`config.mk`:
```
export PLATFORM = sky130hd
export DESIGN_NAME = lp_clock_handshake
export DESIGN_NICKNAME = d
export VERILOG_FILES = /design/src/verilog/lp_handshake_pkg.sv /design/src/verilog/seq_timer_if.sv /design/src/verilog/lp_clock_handshake.sv /design/src/verilog/seq_timer.sv
export VERILOG_INCLUDE_DIRS = /design/src /design/src/verilog
export SDC_FILE = /design/constraint.sdc
export NUM_CORES = 1
export LEC_CHECK = 0
export BUFFER_PORTS_ARGS = -buffer_cell sky130_fd_sc_hd__buf_2
export CORE_MARGIN = 2
export CORE_UTILIZATION = 45
export DETAILED_ROUTE_END_ITERATION = 8
export GPL_TIMING_DRIVEN = 0
export SETUP_SLACK_MARGIN = 0.2
export SLEW_MARGIN = 20
export SYNTH_ARGS = -nofsm -noshare
export SYNTH_HDL_FRONTEND = slang
export SYNTH_SLANG_ARGS = --single-unit
```
`constraint.sdc`:
```
create_clock -name sys_clk -period 1.77 [get_ports sys_clk]
set_input_delay 0.354 -clock sys_clk [delete_from_list [all_inputs] [get_ports sys_clk]]
set_output_delay 0.354 -clock sys_clk [all_outputs]
set_load 0.005 [all_outputs]
```
`src/verilog/lp_handshake_consts.svh`:
```
// Timing counts and reset values for the low-power clock handshake
`ifndef LP_HANDSHAKE_CONSTS_SVH
`define LP_HANDSHAKE_CONSTS_SVH

// Clock rate of sys_clk in MHz
`define LP_CLK_MHZ 20
// Least time for the internal power-down work, in ns
`define LP_PDOWN_TIME_NS 200
// Least time for the internal power-up work, in ns
`define LP_PUP_TIME_NS 400
// Least times round up to whole cycles
`define LP_PDOWN_CYCLES ((`LP_PDOWN_TIME_NS * `LP_CLK_MHZ + 999) / 1000)
`define LP_PUP_CYCLES ((`LP_PUP_TIME_NS * `LP_CLK_MHZ + 999) / 1000)
// Width of the sequence timer
`define LP_TIMER_W 8
// Reset levels of the handshake outputs
`define LP_CACTIVE_RST 1'b1
`define LP_ACK_RST 1'b1

`endif

```
`src/verilog/lp_handshake_pkg.sv`:
```
// Types shared by the low-power clock handshake design
package lp_handshake_pkg;

  // Handshake sequencer states
  typedef enum logic [2:0] {
    ST_RUN = 3'h0,
    ST_PDOWN = 3'h1,
    ST_PD_ACK = 3'h2,
    ST_LOW = 3'h3,
    ST_WAKE_WAIT = 3'h4,
    ST_PUP = 3'h5,
    ST_PU_ACK = 3'h6,
    ST_DENY = 3'h7
  } lp_state_t;

  // Peripheral class seen by the clock controller
  typedef enum logic [1:0] {
    MODE_SEQUENCED = 2'h0,
    MODE_GATE_ANY = 2'h1,
    MODE_ALWAYS_ON = 2'h2
  } lp_mode_t;

endpackage : lp_handshake_pkg

```
`src/verilog/seq_timer_if.sv`:
```
// Carrier between the handshake sequencer and its sequence timer
`include "lp_handshake_consts.svh"

interface seq_timer_if;
  logic start;
  logic [`LP_TIMER_W-1:0] cycles;
  logic done;

  modport ctrl (output start, output cycles, input done);
  modport timer (input start, input cycles, output done);
endinterface : seq_timer_if
```
`src/verilog/lp_clock_handshake.sv`:
```
// Device-side sequencer for the low-power clock control handshake
//
// Contract
// - Raising cactive demands the clock at once
// - Lowering cactive leaves gating to the controller
// - Gate-any ties cactive low, always-on high
// - Sequenced peripherals enter low power only on request
// - csysack acknowledges both entry and exit
// - Four-phase: req falls, ack falls, req rises, ack rises
// - cactive level at ack fall: low accept, high deny
// - Accept: see request, power down, cactive low, ack
// - Low power is cactive and csysreq both low; in_low_power also stays high in ST_WAKE_WAIT, with cactive high
// - Controller exit: req rises, power up, cactive, ack
// - Peripheral may hold ack low until exit done
// - Inputs sampled on rising edge, outputs change after
`include "lp_handshake_consts.svh"

module lp_clock_handshake (
  input wire logic sys_clk,
  input wire logic rstn,
  input wire logic csysreq,
  output logic csysack,
  output logic cactive,
  input wire lp_handshake_pkg::lp_mode_t lp_mode,
  input wire logic bus_busy,
  input wire logic wake_req,
  output logic in_low_power,
  output logic req_denied,
  output logic powering_down,
  output logic powering_up
);

  // ****************************************************
  // State
  // ****************************************************
  lp_handshake_pkg::lp_state_t state_q;
  lp_handshake_pkg::lp_state_t state_d;
  logic cactive_q;
  logic cactive_d;
  logic ack_q;
  logic ack_d;
  logic denied_q;
  logic denied_d;
  logic busy_now;
  logic must_deny;
  logic wake_exit_ok;
  logic low_q;
  logic pdown_q;
  logic pup_q;

  seq_timer_if tmr_if ();

  seq_timer u_timer (
    .sys_clk(sys_clk),
    .rstn(rstn),
    .tmr(tmr_if)
  );

  // Pending bus work or local wake gets an entry request denied, except in gate-any
  assign busy_now = bus_busy || wake_req;

  // Always-on never gives its clock up; busy work must finish first
  assign must_deny = busy_now ||
                     (lp_mode == lp_handshake_pkg::MODE_ALWAYS_ON);

  // A tied-low peripheral has no wake of its own to act on
  assign wake_exit_ok = wake_req &&
                        (lp_mode != lp_handshake_pkg::MODE_GATE_ANY);

  // ****************************************************
  // Sequencer
  // ****************************************************
  // All decisions use inputs as sampled at the rising edge; outputs
  // are flops, so there is no input-to-output combinational path.
  always_comb begin
    state_d = state_q;
    cactive_d = cactive_q;
    ack_d = ack_q;
    denied_d = 1'b0;
    tmr_if.start = 1'b0;
    tmr_if.cycles = `LP_TIMER_W'(`LP_PDOWN_CYCLES);
    unique case (state_q)
      lp_handshake_pkg::ST_RUN: begin
        cactive_d = 1'b1;
        // Entry only starts from the controller's request
        if (!csysreq) begin
          if (lp_mode == lp_handshake_pkg::MODE_GATE_ANY) begin
            // Cactive is tied low, so this class can only accept
            state_d = lp_handshake_pkg::ST_PD_ACK;
          end else if (must_deny) begin
            state_d = lp_handshake_pkg::ST_DENY;
            ack_d = 1'b0; // Ack with cactive still high
            denied_d = 1'b1;
          end else begin
            state_d = lp_handshake_pkg::ST_PDOWN;
            tmr_if.start = 1'b1;
          end
        end
      end
      lp_handshake_pkg::ST_PDOWN: begin
        // Drop cactive only after the power-down work ends
        if (tmr_if.done) begin
          cactive_d = 1'b0;
          state_d = lp_handshake_pkg::ST_PD_ACK;
        end
      end
      lp_handshake_pkg::ST_PD_ACK: begin
        // cactive already low here, so this ack accepts
        ack_d = 1'b0;
        state_d = lp_handshake_pkg::ST_LOW;
      end
      lp_handshake_pkg::ST_LOW: begin
        // Either side driving high starts the exit
        if (csysreq) begin
          state_d = lp_handshake_pkg::ST_PUP;
          tmr_if.start = 1'b1;
          tmr_if.cycles = `LP_TIMER_W'(`LP_PUP_CYCLES);
        end else if (wake_exit_ok) begin
          cactive_d = 1'b1; // Peripheral-led exit
          state_d = lp_handshake_pkg::ST_WAKE_WAIT;
        end
      end
      lp_handshake_pkg::ST_WAKE_WAIT: begin
        // Ack stays low until the controller answers
        if (csysreq) begin
          state_d = lp_handshake_pkg::ST_PUP;
          tmr_if.start = 1'b1;
          tmr_if.cycles = `LP_TIMER_W'(`LP_PUP_CYCLES);
        end
      end
      lp_handshake_pkg::ST_PUP: begin
        // Power-up work, then cactive before ack
        if (tmr_if.done) begin
          cactive_d = 1'b1;
          state_d = lp_handshake_pkg::ST_PU_ACK;
        end
      end
      lp_handshake_pkg::ST_PU_ACK: begin
        ack_d = 1'b1; // Exit acknowledged
        state_d = lp_handshake_pkg::ST_RUN;
      end
      lp_handshake_pkg::ST_DENY: begin
        // Wait for the controller to close the denied handshake
        if (csysreq) begin
          ack_d = 1'b1;
          state_d = lp_handshake_pkg::ST_RUN;
        end
      end
    endcase
    // Tied classes override the sequenced level
    if (lp_mode == lp_handshake_pkg::MODE_GATE_ANY) begin
      cactive_d = 1'b0;
    end else if (lp_mode == lp_handshake_pkg::MODE_ALWAYS_ON) begin
      cactive_d = 1'b1;
    end
  end

  // ****************************************************
  // Registers
  // ****************************************************
  // State register
  always_ff @(posedge sys_clk or negedge rstn) begin
    if (!rstn) begin
      state_q <= lp_handshake_pkg::ST_RUN;
    end else begin
      state_q <= state_d;
    end
  end

  // Clock demand, high out of reset so the clock runs
  always_ff @(posedge sys_clk or negedge rstn) begin
    if (!rstn) begin
      cactive_q <= `LP_CACTIVE_RST;
    end else begin
      cactive_q <= cactive_d;
    end
  end

  // Handshake acknowledge, high in normal operation
  always_ff @(posedge sys_clk or negedge rstn) begin
    if (!rstn) begin
      ack_q <= `LP_ACK_RST;
    end else begin
      ack_q <= ack_d;
    end
  end

  // Denial pulse for the local side
  always_ff @(posedge sys_clk or negedge rstn) begin
    if (!rstn) begin
      denied_q <= 1'b0;
    end else begin
      denied_q <= denied_d;
    end
  end

  // Low-power status, taken from the next state so it tracks state_q
  always_ff @(posedge sys_clk or negedge rstn) begin
    if (!rstn) begin
      low_q <= 1'b0;
    end else begin
      low_q <= (state_d == lp_handshake_pkg::ST_LOW) ||
               (state_d == lp_handshake_pkg::ST_WAKE_WAIT);
    end
  end

  // Power-down work in progress
  always_ff @(posedge sys_clk or negedge rstn) begin
    if (!rstn) begin
      pdown_q <= 1'b0;
    end else begin
      pdown_q <= (state_d == lp_handshake_pkg::ST_PDOWN);
    end
  end

  // Power-up work in progress
  always_ff @(posedge sys_clk or negedge rstn) begin
    if (!rstn) begin
      pup_q <= 1'b0;
    end else begin
      pup_q <= (state_d == lp_handshake_pkg::ST_PUP);
    end
  end

  // ****************************************************
  // Outputs
  // ****************************************************
  assign csysack = ack_q;
  assign cactive = cactive_q;
  assign req_denied = denied_q;
  assign in_low_power = low_q;
  assign powering_down = pdown_q;
  assign powering_up = pup_q;

endmodule : lp_clock_handshake

```
`src/verilog/seq_timer.sv`:
```
// Down counter that times the power-down and power-up work
`include "lp_handshake_consts.svh"

module seq_timer (
  input wire logic sys_clk,
  input wire logic rstn,
  seq_timer_if.timer tmr
);

  logic [`LP_TIMER_W-1:0] count_q;
  logic running_q;

  // ****************************************************
  // Count
  // ****************************************************
  // Start reloads the count; done is a one-cycle pulse at the end
  always_ff @(posedge sys_clk or negedge rstn) begin
    if (!rstn) begin
      count_q <= '0;
      running_q <= 1'b0;
    end else if (tmr.start) begin
      count_q <= tmr.cycles;
      running_q <= 1'b1;
    end else if (running_q) begin
      count_q <= count_q - `LP_TIMER_W'(1);
      if (count_q == `LP_TIMER_W'(1)) begin
        running_q <= 1'b0;
      end
    end
  end

  assign tmr.done = running_q && (count_q == `LP_TIMER_W'(1));

endmodule : seq_timer

```
==> results of run 1 <==
-- final timing paths --
| path | start | endpoint | slack, ps | cells after the start |
|---|---|---|---|---|
| max | state_q[0]$_DFF_PN0_ | in_low_power$_DFF_PN0_ | 110 | 6 |
| min | lp_mode[1] | req_denied$_DFF_PN0_ | 350 | 3 |
| max reg2reg | state_q[0]$_DFF_PN0_ | in_low_power$_DFF_PN0_ | 110 | 6 |
| min reg2reg | csysack$_DFFE_PN1P_ | csysack$_DFFE_PN1P_ | 500 | 2 |
| max in group asynchronous | rstn | cactive$_DFFE_PN1P_ | 950 | 2 |
| min in group asynchronous | rstn | u_timer.count_q[4]$_DFFE_PN0P_ | 490 | 2 |
-- report_power, final --
group	switching [uW]	total (uW)	leakage (uW)	internal, uW
combinational	677	1380	0.000417	704
clock	139	264	0.0000210	126
sequential	165	770	0.000219	605
total	981	2410	0.000657	1430
-- routing by layer --
metal | wire length [um] | part of all wire (%)
met1 | 1100 | 47
met2 | 1100 | 47
met3 | 95 | 4.1
met4 | 34 | 1.5
met5 | 0 | 0
-- cell type report --
type,count,area (sq um),share of cell area (%)
Multi-Input combinational cell,84,637,45.9
Sequential cell,18,453,32.6
Timing Repair Buffer,24,163,11.7
Inverter,11,41.3,2.97
Clock buffer,4,36.3,2.61
Tap cell,28,35.0,2.52
Buffer,4,23.8,1.71
-- kinds of logic after synthesis --
kind of cell / share of synthesized area (%)
buffers and inverters: 5.89
and+or+nand+nor: 24.7
muxes: 2.83
AOI/OAI and AO/OA: 16.9
DFF: 41.0
xor gates and xnor gates: 5.55
adders and majority gates: 3.17
-- through the flow --
| step | TNS [ps] | utilization [%] |
|---|---|---|
| 2_1_floorplan | 0 | - |
| 3_3_place_gp | 0 | 52.7 |
| 3_5_place_dp | 0 | 52.7 |
| 4_1_cts | 0 | 60.2 |
| 5_1_grt | -1.99 | 61.0 |
| 6_report | 0 | 61.0 |
-- repair_timing --
item | in CTS | in global routing
hold buffers | 1 | 0
hold endpoints to repair | 16 | 0
buffers inserted | 10 | 2
pin swaps | 4 | 4
setup endpoints to repair | 12 | 13
resized for setup | 12 | 2
-- cell usage after synthesis (2+ instances only) --
cell type / count
xnor2_1: 5
a21boi_0: 2
and3_1: 2
mux2i_1: 2
xor2_1: 2
nor2b_1: 2
inv_1: 11
nor3_1: 2
nor2_1: 14
dfrtp_1: 16
o21ai_1: 3
a21o_1: 2
nand2_1: 6
nor3b_1: 2
a21oi_1: 9
nor3_2: 2
nand3_1: 3
o21ai_0: 4
dfstp_2: 2
ha_1: 2
-- sequential cells by signal (all words and copies together), names as in the netlist --
name	count
cactive	1
csysack	1
in_low_power	1
powering_down	1
powering_up	1
req_denied	1
state_q	3
u_timer.count_q	8
u_timer.running_q	1
-- worst register-to-register path, cell delays in order (launching register included) --
cell	delay (ps)
dfrtp_1	390
buf_2	190
nor3b_1	180
a21oi_1	170
o211ai_2	150
or3_1	390
mux2i_1	130
==> flow_summary.toml, run 1 <==
[drt]
drcViolationCount = 0
via_count = 914
drt-initial-drc-count = 12
vias_per_cell = 5.28
drtPass1Iterations = 4
drt-total-wl_um = 2330
ant_nets = 0
wl_per_cell_um = 13.5

[global_route]
grt_pass1_vias = 885
grt.busiest_layer = "met2"
gr-usage-all-layers_pct = 19.8
grt_max_degree = 19
grtUsageMet2_pct = 32.3
grt_pass1_wl_um = 4030
met1_usage_pct = 24.8
grt_overflow = 0
antenna_found_initial = 0
grt_use_met3_pct = 6.39

[sta]
finalCriticalPeriod_ps = 1660
finalClockSkew_ps = 8.17
fin_hold_ws_ps = 349
slew_headroom_pct = 73.4
worst_pin_slew_ps = 398
setup_viol = 0
layout_setup_ws_ps = 111
finalMaxSlewViolations = 0
fmax_ghz = 0.603
finalHoldViolCount = 0
fin_crit_sh_pct = 93.7
rsz0062_at_grt = "yes"

[floorplan]
design.core.area_sq_um = 2280
rows = 17
die-width_um = 53.6
die_y_um = 53.6
dieArea_sq_um = 2870
start_util_pct = 48.5
num_io_pins = 13

[worst_setup_path]
cpPeakStageDelay_ps = 390
critPathMaxFanout = 10
cp_slowest_cell = "dfrtp_1"
cp-start-kind = "register"
cp_top_family = "simple AND/OR/NAND/NOR gates"
cp.required_ps = 2000
crit_buf_inv = 1
worst_setup_path_end_kind = "register"
arrival_ps = 1890
path_class = "reg2reg"
path_cells = "buf_2 -> nor3b_1 -> a21oi_1 -> o211ai_2 -> or3_1 -> mux2i_1"

[synth]
syn_area_per_cell_sq_um = 9.44
synth.distinct_cells = 44
synth_edf_count = 0
synth_area_leader_cell = "dfrtp_1"
synth_area_leaders = "dfrtp_1 (36%), dfstp_2 (4.8%), nor2_1 (4.8%)"
synth_fp_nets = 126
synth_area_sq_um = 1100
ys_seq_elements = 18
synth-main-ff-cell = "dfrtp_1"
async_flop_share_pct = 100
ys_seq_area_share_pct = 41.0
yosysTopAreaCellShare_pct = 36.2
yosysWarnings = 0
synthCells = 117

[final_layout]
final_layout_size_suffix_gt1_share_pct = 35.9
syn_to_final_growth_pct = 25.7
final_cell_area_sq_um = 1390
num_antenna_cells = 0
layout_common_cells = "dfrtp_1 (16), nor2_1 (14), buf_2 (12)"
nets = 155
final_common_cell = "dfrtp_1"
fin_cells = 173
fill_cells = 200

[placement]
post_dp_cell_area_sq_um = 1200
place_hpwl_um = 1560
dp_cells = 156
dpl_worst_slack_ps = 47.9
gp_congestion = 0.801
port_buffers = 11

[outcome]
status = "complete, no violations"

[clock_network]
cts_tree = "yes"
clkTransAtPathRegs_ps = 110
cts.sinks = 18
clockBufferDepth = 2
clock_latency_ps = 300
clockRootBuffer = "clkbuf_4"
cts_buffers = 3
cts_max_level = 1

[pwr]
power_density_nw_per_um2 = 1740
vdd_drop_max_v = 0.000882
total_power_uw = 2410
p_leak_uw = 0.000657

[flow_run]
cap_viol_max_count = 0

[hold_path]
hold_path_class = "in2reg"
Note: power is estimated with default switching activity, not from simulation.
==> run 2, diff against run 1 <==
--- a/config.mk
+++ b/config.mk
@@ -9,6 +9,7 @@
 export BUFFER_PORTS_ARGS = -buffer_cell sky130_fd_sc_hd__buf_2
 export CORE_MARGIN = 2
 export CORE_UTILIZATION = 45
+export CTS_BUF_LIST = sky130_fd_sc_hd__clkbuf_16
 export DETAILED_ROUTE_END_ITERATION = 8
 export GPL_TIMING_DRIVEN = 0
 export SETUP_SLACK_MARGIN = 0.2
@@ -16,3 +17,4 @@
 export SYNTH_ARGS = -nofsm -noshare
 export SYNTH_HDL_FRONTEND = slang
 export SYNTH_SLANG_ARGS = --single-unit
+export TNS_END_PERCENT = 30
==> run 2 against run 1 <==
Effect of this change:
- clock power grew 75%
- critical path depth up 1
- routed wire length fell by 1.8%
- register-to-register slack about the same
- highest routed layer unchanged
- via count decreased by 0.44%
- sequential cell count is the same
- non-clock buffer count decreased by 1
- critical endpoint is now cactive$_DFFE_PN1P_
==> flow_summary.toml, run 2 (same netlist as run 1, synthesis figures left out) <==
[outcome]
status = "complete, no violations"

[placement]
port_buffers = 11
dp_cells = 156
gp_congestion = 0.801
place_hpwl_um = 1560

[drt]
ant_nets = 0
wl_per_cell_um = 13.3
drcViolationCount = 0
via_count = 910
drt-initial-drc-count = 6
drtPass1Iterations = 4
drt-total-wl_um = 2290
vias_per_cell = 5.29

[sta]
fin_hold_ws_ps = 21.2
rsz0062_at_grt = "yes"
setup_viol = 0
finalHoldViolCount = 0
finalClockSkew_ps = 1.67
fin_crit_sh_pct = 94.5
finalMaxSlewViolations = 0
finalCriticalPeriod_ps = 1670
fmax_ghz = 0.598
worst_pin_slew_ps = 537
finalSetupTns_ps = 0
slew_headroom_pct = 64.0

[floorplan]
rows = 17
die_y_um = 53.6
die-width_um = 53.6
design.core.area_sq_um = 2280
dieArea_sq_um = 2870
start_util_pct = 48.5
num_io_pins = 13

[hold_path]
hold_path_class = "in2async"

[final_layout]
seq_area_sq_um = 453
final_common_cell = "dfrtp_1"
largest_reg_flops = 8
largest_register = "u_timer.count_q"
final_layout_size_suffix_gt1_share_pct = 34.0
multi_input_area_sq_um = 627
fin_cells = 172
nets = 154
fill_cells = 201
num_antenna_cells = 0
syn_to_final_growth_pct = 27.4
reg_top3 = "u_timer.count_q: 8 flops, state_q: 3 flops"
layout_common_cells = "dfrtp_1 (16), nor2_1 (14), buf_2 (12), buf_4 (12), inv_1 (10)"

[worst_setup_path]
cp-start-kind = "register"
arrival_ps = 1840
path_class = "reg2reg"
critPathMaxFanout = 3
r2r-start = "u_timer.count_q[1]$_DFFE_PN0P_"
setup.worst_path.start = "u_timer.count_q[1]$_DFFE_PN0P_"
worst_setup_path_end_kind = "register"
cp.required_ps = 1940

[clock_network]
clockRootBuffer = "clkbuf_16"
cts_max_level = 1
clkTransAtPathRegs_ps = 50
clockBufferDepth = 2
cts_hold_buffers = 0
cts_tree = "yes"
clock_latency_ps = 250
cts.sinks = 18
cts_buffers = 3

[global_route]
antenna_found_initial = 0
grt_pass1_wl_um = 3910
grt_max_degree = 19
grt_overflow = 0
gr-usage-all-layers_pct = 19.2
grt_pass1_vias = 852

[pwr]
p_leak_uw = 0.000664
vdd_drop_max_v = 0.00116
power_density_nw_per_um2 = 1840

[flow_run]
cap_viol_max_count = 0
[run 2: metrics by stage]
stage	instance area, sq um	utilization (%)	power [uW]	setup slack (ps)
after floorplan	1110	-	1610	234
after global placement	1200	52.7	1830	71.8
after detailed placement	1200	52.7	1850	47.9
after CTS	1380	60.6	2540	130
after global routing	1410	61.8	2810	17.8
final	1410	61.8	2580	97.2
[run 2: final cells by class]
cell class                 instances  area share [%]
tap                               28            2.49
sequential                        18            32.2
clock buffer                       3            5.33
clock inverter                     1           0.267
buffer                             4            1.69
timing repair buffer              23            10.6
inverter                          11            2.93
multi-input combinational         84            44.5
[run 2: per-layer routing]
| layer | GRT usage, % | part of all wire (%) | vias up |
|---|---|---|---|
| met2 | 30.9 | 46 | 15 |
| li1 | - | - | 457 |
| met4 | 5.13 | 0.48 | 0 |
| met5 | 0 | 0 | - |
| met3 | 6.39 | 4.5 | 2 |
| met1 | 24.7 | 49 | 436 |
[run 2: power by group]
| group | leakage [uW] | total (uW) | internal (uW) | switching (uW) |
|---|---|---|---|---|
| logic | 0.000407 | 1350 | 697 | 655 |
| registers | 0.000219 | 769 | 607 | 161 |
| clock network | 0.0000385 | 463 | 301 | 162 |
| total | 0.000664 | 2580 | 1600 | 978 |
[run 2: what timing repair did]
| item | 4_1_cts | 5_1_grt |
|---|---|---|
| pin swaps | 4 | 5 |
| setup buffers | 9 | 3 |
| resized for setup | 7 | 2 |
| cloned | 0 | 0 |
| setup endpoints to repair | 12 | 14 |
[run 2: worst paths after layout]
| path | slack, ps | end | cells after the start |
|---|---|---|---|
| worst max-delay path | 100 | cactive$_DFFE_PN1P_ | 7 |
| worst min-delay path | 20 | u_timer.count_q[4]$_DFFE_PN0P_ | 1 |
| worst max register to register | 100 | cactive$_DFFE_PN1P_ | 7 |
| worst min register to register | 490 | csysack$_DFFE_PN1P_ | 2 |
| max in group asynchronous | 1430 | cactive$_DFFE_PN1P_ | 1 |
| min in group sys_clk | 420 | req_denied$_DFF_PN0_ | 3 |
[run 2: worst max-delay path, cell delays in order, from the launching register on]
cell     delay, ps
dfrtp_1        390
inv_2           80
ha_4           110
nor3b_4        200
nand4_2        160
buf_4          170
mux2i_1        110
maj3_1         370
